`config.mk`:
```
export PLATFORM = sky130hd
export DESIGN_NAME = access_guard
export DESIGN_NICKNAME = d
export VERILOG_FILES = /design/src/rtl/access_guard_pkg.sv /design/src/rtl/access_guard.sv /design/src/rtl/guard_write_gate.sv
export SDC_FILE = /design/constraint.sdc
export NUM_CORES = 1
export LEC_CHECK = 0
export ABC_AREA = 1
export BUFFER_PORTS_ARGS = -buffer_cell sky130_fd_sc_hd__clkbuf_2
export CAP_MARGIN = 40
export CORE_ASPECT_RATIO = 1.4
export CORE_MARGIN = 2
export CORE_UTILIZATION = 31
export CTS_BUF_LIST = sky130_fd_sc_hd__clkbuf_8
export DETAILED_ROUTE_END_ITERATION = 12
export PLACE_DENSITY = 0.72
export SYNTH_ARGS = -nofsm -noshare
export SYNTH_HDL_FRONTEND = slang
export SYNTH_HIERARCHICAL = 1
export SYNTH_SLANG_ARGS = --single-unit
```
`constraint.sdc`:
```
create_clock -name clk_in -period 1.3 [get_ports clk_in]
set_input_delay 0.13 -clock clk_in [delete_from_list [all_inputs] [get_ports clk_in]]
set_output_delay 0.13 -clock clk_in [all_outputs]
set_load 0.02 [all_outputs]
```
`src/rtl/access_guard_pkg.sv`:
```
// Purpose: shared constants of the peripheral write-protect controller
// Assumes: one controller per peripheral bus bridge, 32-bit register bus
// Notes:   instance number selects flag layout and reset values
package access_guard_pkg;

  localparam int          ADDR_W     = 8;
  localparam int          DATA_W     = 32;
  localparam int          NUM_BANKS  = 3;

  // -------------------------------------------------------------------
  // register offsets
  // -------------------------------------------------------------------
  localparam logic [7:0]  OFS_CLEAR  = 8'h00;
  localparam logic [7:0]  OFS_SET    = 8'h04;

  // -------------------------------------------------------------------
  // flag layout per instance
  // -------------------------------------------------------------------
  localparam logic [31:0] MASK_BANK0 = 32'h0000007e;
  localparam logic [31:0] MASK_BANK1 = 32'h00000002;
  localparam logic [31:0] MASK_BANK2 = 32'h000ffffe;

  localparam logic [31:0] RESET_BANK0 = 32'h00000000;
  localparam logic [31:0] RESET_BANK1 = 32'h00000000;
  localparam logic [31:0] RESET_BANK2 = 32'h00800000;

  // bank 0 positions
  localparam int POS_EXT_INTERRUPT  = 6;
  localparam int POS_REAL_TIME      = 5;
  localparam int POS_WATCHDOG       = 4;
  localparam int POS_GENERIC_CLOCK  = 3;
  localparam int POS_SYSTEM_CONTROL = 2;
  localparam int POS_POWER_MANAGER  = 1;
  // bank 2 positions
  localparam int POS_TOUCH          = 19;
  localparam int POS_DAC            = 18;
  localparam int POS_COMPARATOR     = 17;
  localparam int POS_ADC            = 16;
  localparam int POS_TIMER_LO       = 8;
  localparam int POS_SERIAL_LO      = 2;
  localparam int POS_EVENT_SYSTEM   = 1;

  // bus clock enable state after reset, bit n for instance n
  localparam logic [2:0]  CLK_ON_RESET = 3'b011;

  function automatic logic [31:0] mask_of(input int inst);
    case (inst)
      0:       mask_of = MASK_BANK0;
      1:       mask_of = MASK_BANK1;
      default: mask_of = MASK_BANK2;
    endcase
  endfunction

  function automatic logic [31:0] reset_of(input int inst);
    case (inst)
      0:       reset_of = RESET_BANK0;
      1:       reset_of = RESET_BANK1;
      default: reset_of = RESET_BANK2;
    endcase
  endfunction

endpackage

```
`src/rtl/access_guard.sv`:
```
// Purpose: write-protect controller for the peripherals of one bridge
// Assumes: two-phase bridge register port, all inputs on clk_in
// Notes:   bus clock enable comes from the power manager logic
//
// Summary of operation
// - one controller instance per bus bridge
// - one independent protect flag per peripheral
// - bus clock on for banks 0,1
// - keeps working in sleep while clocked
// - debugger writes bypass protection
// - writing zero leaves the flag alone
// - writing one to clear drops protection
// - read returns flag, one means protected
// - clear at 0x00, set at 0x04
// - bank 0 flags at bits 6..1
// - bank 2 analog flags at bits 19..16
// - bank 2 timer flags at bits 15..8
// - bank 2 serial 7..2, event bit 1
`timescale 1ns/1ps
module access_guard #(
  parameter int INSTANCE = 0
) (
  input  wire logic        clk_in,
  input  wire logic        resetn_in,
  input  wire logic        power_clk_load_in,
  input  wire logic        power_clk_on_in,
  input  wire logic        psel_in,
  input  wire logic        penable_in,
  input  wire logic        pwrite_in,
  input  wire logic [7:0]  paddr_in,
  input  wire logic [31:0] pwdata_in,
  input  wire logic [31:0] per_wr_req_in,
  input  wire logic        per_wr_debug_in,
  output logic      [31:0] prdata_out,
  output logic             pready_out,
  output logic             pslverr_out,
  output logic      [31:0] per_wr_en_out,
  output logic             per_wr_blocked_out,
  output logic      [31:0] flags_out,
  output logic             guard_bus_clock_out
);

  localparam logic [31:0] FLAG_MASK  = access_guard_pkg::mask_of(INSTANCE);
  localparam logic [31:0] FLAG_RESET = access_guard_pkg::reset_of(INSTANCE);
  localparam logic        CLK_RESET  =
    access_guard_pkg::CLK_ON_RESET[INSTANCE];

  logic [31:0] flags_r;
  logic [31:0] flags_nxt;
  logic [31:0] rdata_r;
  logic [31:0] rdata_nxt;
  logic        ready_r;
  logic        ready_nxt;
  logic        err_r;
  logic        err_nxt;
  logic        clk_on_r;
  logic        clk_on_nxt;
  logic        hit_clear;
  logic        hit_set;
  logic        wr_access;

  // -------------------------------------------------------------------
  // bus clock enable
  // -------------------------------------------------------------------
  // the power manager may switch the clock at any time after reset
  always_comb begin
    clk_on_nxt = clk_on_r;
    if (power_clk_load_in) begin
      clk_on_nxt = power_clk_on_in;
    end
  end

  always_ff @(posedge clk_in or negedge resetn_in) begin
    if (!resetn_in) begin
      clk_on_r <= CLK_RESET;
    end else begin
      clk_on_r <= clk_on_nxt;
    end
  end

  // -------------------------------------------------------------------
  // register port
  // -------------------------------------------------------------------
  // no sleep input: only the bus clock enable stops the port
  assign hit_clear = paddr_in == access_guard_pkg::OFS_CLEAR;
  assign hit_set   = paddr_in == access_guard_pkg::OFS_SET;
  assign wr_access = psel_in & penable_in & pwrite_in & ready_r;

  always_comb begin
    ready_nxt = 1'b0;
    err_nxt   = 1'b0;
    rdata_nxt = '0;
    // answer in the access phase; with the bus clock off the port stalls
    if (clk_on_r && psel_in && !penable_in) begin
      ready_nxt = 1'b1;
      err_nxt   = ~(hit_clear | hit_set);
      if (!pwrite_in && (hit_clear || hit_set)) begin
        rdata_nxt = flags_r;
      end
    end
  end

  always_ff @(posedge clk_in or negedge resetn_in) begin
    if (!resetn_in) begin
      ready_r <= 1'b0;
      err_r   <= 1'b0;
      rdata_r <= '0;
    end else begin
      ready_r <= ready_nxt;
      err_r   <= err_nxt;
      rdata_r <= rdata_nxt;
    end
  end

  // -------------------------------------------------------------------
  // protection flags
  // -------------------------------------------------------------------
  // bits outside the layout keep their reset value
  genvar b;
  generate
    for (b = 0; b < 32; b++) begin : g_flag
      always_comb begin
        flags_nxt[b] = flags_r[b];
        if (FLAG_MASK[b] && wr_access && pwdata_in[b]) begin
          if (hit_clear) begin
            flags_nxt[b] = 1'b0;
          end else if (hit_set) begin
            flags_nxt[b] = 1'b1;
          end
        end
      end
    end
  endgenerate

  always_ff @(posedge clk_in or negedge resetn_in) begin
    if (!resetn_in) begin
      flags_r <= FLAG_RESET;
    end else begin
      flags_r <= flags_nxt;
    end
  end

  // -------------------------------------------------------------------
  // peripheral write gate
  // -------------------------------------------------------------------
  guard_write_gate #(
    .WIDTH (32)
  ) u_gate (
    .clk_in      (clk_in),
    .resetn_in   (resetn_in),
    .flags_in    (flags_r),
    .req_in      (per_wr_req_in),
    .debug_in    (per_wr_debug_in),
    .grant_out   (per_wr_en_out),
    .blocked_out (per_wr_blocked_out)
  );

  assign prdata_out          = rdata_r;
  assign pready_out          = ready_r;
  assign pslverr_out         = err_r;
  assign flags_out           = flags_r;
  assign guard_bus_clock_out = clk_on_r;
endmodule

```
`src/rtl/guard_write_gate.sv`:
```
// Purpose: per-peripheral write gate driven by protection flags
// Assumes: requests and flags come from logic on clk_in
// Notes:   one cycle from request to grant or block
`timescale 1ns/1ps
module guard_write_gate #(
  parameter int WIDTH = 32
) (
  input  wire logic             clk_in,
  input  wire logic             resetn_in,
  input  wire logic [WIDTH-1:0] flags_in,
  input  wire logic [WIDTH-1:0] req_in,
  input  wire logic             debug_in,
  output logic      [WIDTH-1:0] grant_out,
  output logic                  blocked_out
);

  logic [WIDTH-1:0] grant_r;
  logic [WIDTH-1:0] grant_nxt;
  logic             blocked_r;
  logic             blocked_nxt;
  logic [WIDTH-1:0] pass;

  // -------------------------------------------------------------------
  // gating, one bit per peripheral
  // -------------------------------------------------------------------
  genvar g;
  generate
    for (g = 0; g < WIDTH; g++) begin : g_bit
      // debugger writes skip the check
      assign pass[g] = ~flags_in[g] | debug_in;
    end
  endgenerate

  always_comb begin
    grant_nxt   = req_in & pass;
    blocked_nxt = |(req_in & ~pass);
  end

  always_ff @(posedge clk_in or negedge resetn_in) begin
    if (!resetn_in) begin
      grant_r   <= '0;
      blocked_r <= 1'b0;
    end else begin
      grant_r   <= grant_nxt;
      blocked_r <= blocked_nxt;
    end
  end

  assign grant_out   = grant_r;
  assign blocked_out = blocked_r;
endmodule

```
==> impl_metrics.toml <==
[run_status]
status = "finished clean"

[cells_and_area]
drive_gt1_frac = 0.261
diodes = 0
area_growth_pct = 29.0
fin_cells = 540
fillers = 808
utilization = 0.413
fin_nets = 519

[power_and_ir_drop]
finalPower_mw = 3.07
power_frac_comb = 0.197
power_leakage_nw = 1.88
switching_power_mw = 0.915
power.share.clock = 0.288
ir_drop_mv = 0.380
seqPwrFrac = 0.515
swShare = 0.297
internal-power_mw = 2.16
power_density_mw_per_mm2 = 956

[run]
drv_cap = 0

[detailed_routing]
drc = 0
routed_via_density = 3.89
wl_met3_um = 551
drtAntennaViolNets = 0
first_iter_violations = 61
vias = 2101
dr.pass1.iters = 4
drt-met1-wl_um = 1920
maxUsedRoutingLayer = "met4"
wl_um = 5600
wl_per_cell_um = 10.4
wl_met2_um = 3010

[setup_path]
cp-start-kind = "input port"
crit_type = "input port to register"
worstRegToRegCells = 5
critPathMaxFanout = 6
cp.required_ns = 1.50
crit_path_end_kind = "register"
crit_arrival_ns = 1.39

[floorplanning]
core_mm2 = 0.00780
design.portCount = 180
die-width_um = 79.8
start_util = 0.320
die_area_mm2 = 0.00879
die_h_um = 110
std_cell_rows = 38

[clocking]
cts.clk_slew.worst_paths_ns = 0.08
cts_sinks = 48
cts.repair.resized = 0
clk_path_buf_depth = 2
clkLatencyLatePin_ns = 0.30
cts_made_buffers = 5
cts_tree = "done"
h-tree-depth = 2
post_cts_buffers = 0
cts_root_buf = "clkbuf_8"

[sta]
clock_skew_ns = 0.00251
rsz0062_at_grt = "true"
post-route-period-util = 0.919
finalHoldViolations = 0
min_period_ns = 1.19
holdWs_ns = 0.0576
finalSetupTns_ns = 0
slew_violations = 0
max_freq_ghz = 0.837
setup_viol = 0

[global_route]
grt_usage = 0.134
grt-ovfl-total = 0
grt_max_degree = 49
grt_antenna_before_repair = 0
grt_pass1_vias = 1958
grt_pass1_wl_um = 8930

[placement]
dp_hpwl_um = 4590
portBuffers = 101
gp_congestion = 0.734
dp.cells = 530

[synthesis]
ys_seq_area_frac = 0.482
synthesis.area_mm2 = 0.00249
syn_area_per_cell_um2 = 8.87
synth_cell_type_count = 15
synth_top_area_cell = "dfrtp_1"
synth_top_area_share = 0.472
yosysWarningCount = 6
syn_inst = 281
synth_area_leaders = "dfrtp_1 (47%), buf_4 (16%), a21boi_0 (9.6%)"
ys_ff_latch = 48

[hold_path]
hold_class = "input port to register"
min_path_cells = 2
Yosys cell counts:
master	number
dfrtp_1	47
conb_1	1
dfstp_2	1
clkbuf_1	3
inv_2	1
buf_4	52
a21boi_0	32
inv_1	15
nand3_1	38
mux2_2	1
buf_6	4
nand2_1	56
nor2_1	22
nor3_1	7
nor2_4	1
through the flow:
step | setup slack (ns) | instance area, um2
6_report | 0.106 | 3220
2_1_floorplan | 0.154 | 2880
5_1_grt | -0.0249 | 3220
3_5_place_dp | 0.186 | 3110
3_3_place_gp | 0.227 | 3110
4_1_cts | 0.123 | 3220
routing by layer:
metal  GRT usage  up-vias
met4      0.0617        0
met5           0        -
li1            -     1058
met1       0.135      918
met3      0.0334        9
met2       0.258      116
critical path, cell delays in order:
cell	delay, ns
dlygate4sd3_1	0.52
clkbuf_2	0.12
nand2_1	0.14
nor3_1	0.29
nand2_1	0.08
nand2_1	0.06
nand2_1	0.05
sequential cells by signal (all words and copies together) (netlist names):
name / flops
pready_out: 1
flags_out: 6
prdata_out: 6
guard_bus_clock_out: 1
pslverr_out: 1
u_gate/blocked_out: 1
u_gate/grant_out: 32
power by group through the flow:
stage | clock [mW] | combinational (mW) | sequential (mW)
6_report | 0.885 | 0.607 | 1.58
5_1_grt | 1.00 | 0.680 | 1.59
4_1_cts | 0.957 | 0.603 | 1.58
3_5_place_dp | 0 | 0.598 | 1.61
3_3_place_gp | 0 | 0.588 | 1.61
2_1_floorplan | 0 | 0.407 | 1.70
placed cells by master (no fill, tap or decap), types with 2 or more instances in the layout:
| cell | n |
|---|---|
| a21boi_0 | 32 |
| dlygate4sd3_1 | 2 |
| clkbuf_2 | 101 |
| nand2_1 | 56 |
| clkbuf_8 | 6 |
| buf_4 | 3 |
| dfrtp_1 | 47 |
| nor3_1 | 7 |
| conb_1 | 104 |
| nor2_1 | 22 |
| nand3_1 | 38 |
| inv_1 | 17 |
cells by family (layout without fill, tap and decap cells):
kind of cell / after synthesis / count (layout) / synth area share
flops: 48 / 48 / 0.482
compound gates: 32 / 32 / 0.0963
simple gates: 124 / 124 / 0.212
mux: 1 / 1 / 0.00452
buf+inv: 75 / 131 / 0.203
other cells: 1 / 104 / 0.00150
final timing paths:
check	end	from	slack [ns]
min in group asynchronous	u_gate/grant_out[21]	resetn_in	0.25
max in group asynchronous	u_gate/grant_out[7]	resetn_in	0.56
worst min-delay path	guard_bus_clock_out	power_clk_on_in	0.06
worst min register to register	pslverr_out	guard_bus_clock_out	0.55
worst max-delay path	flags_out[6]	penable_in	0.11
worst max register to register	prdata_out[4]	guard_bus_clock_out	0.22
area by class of cell:
type                       instances  area (um2)  share of cell area
tap                              100         125              0.0389
sequential                        48        1200               0.374
clock buffer                       6        82.6              0.0257
timing repair buffer             107         568               0.177
multi-input combinational        261        1170               0.364
clock inverter                     2        7.51             0.00233
inverter                          16        60.1              0.0187
timing repair:
action	in CTS	in global routing
endpoints found under the setup margin	0	3
hold buffers	2	0
hold endpoints to repair	11	0
No activity file was read; power rests on OpenSTA's default activity.
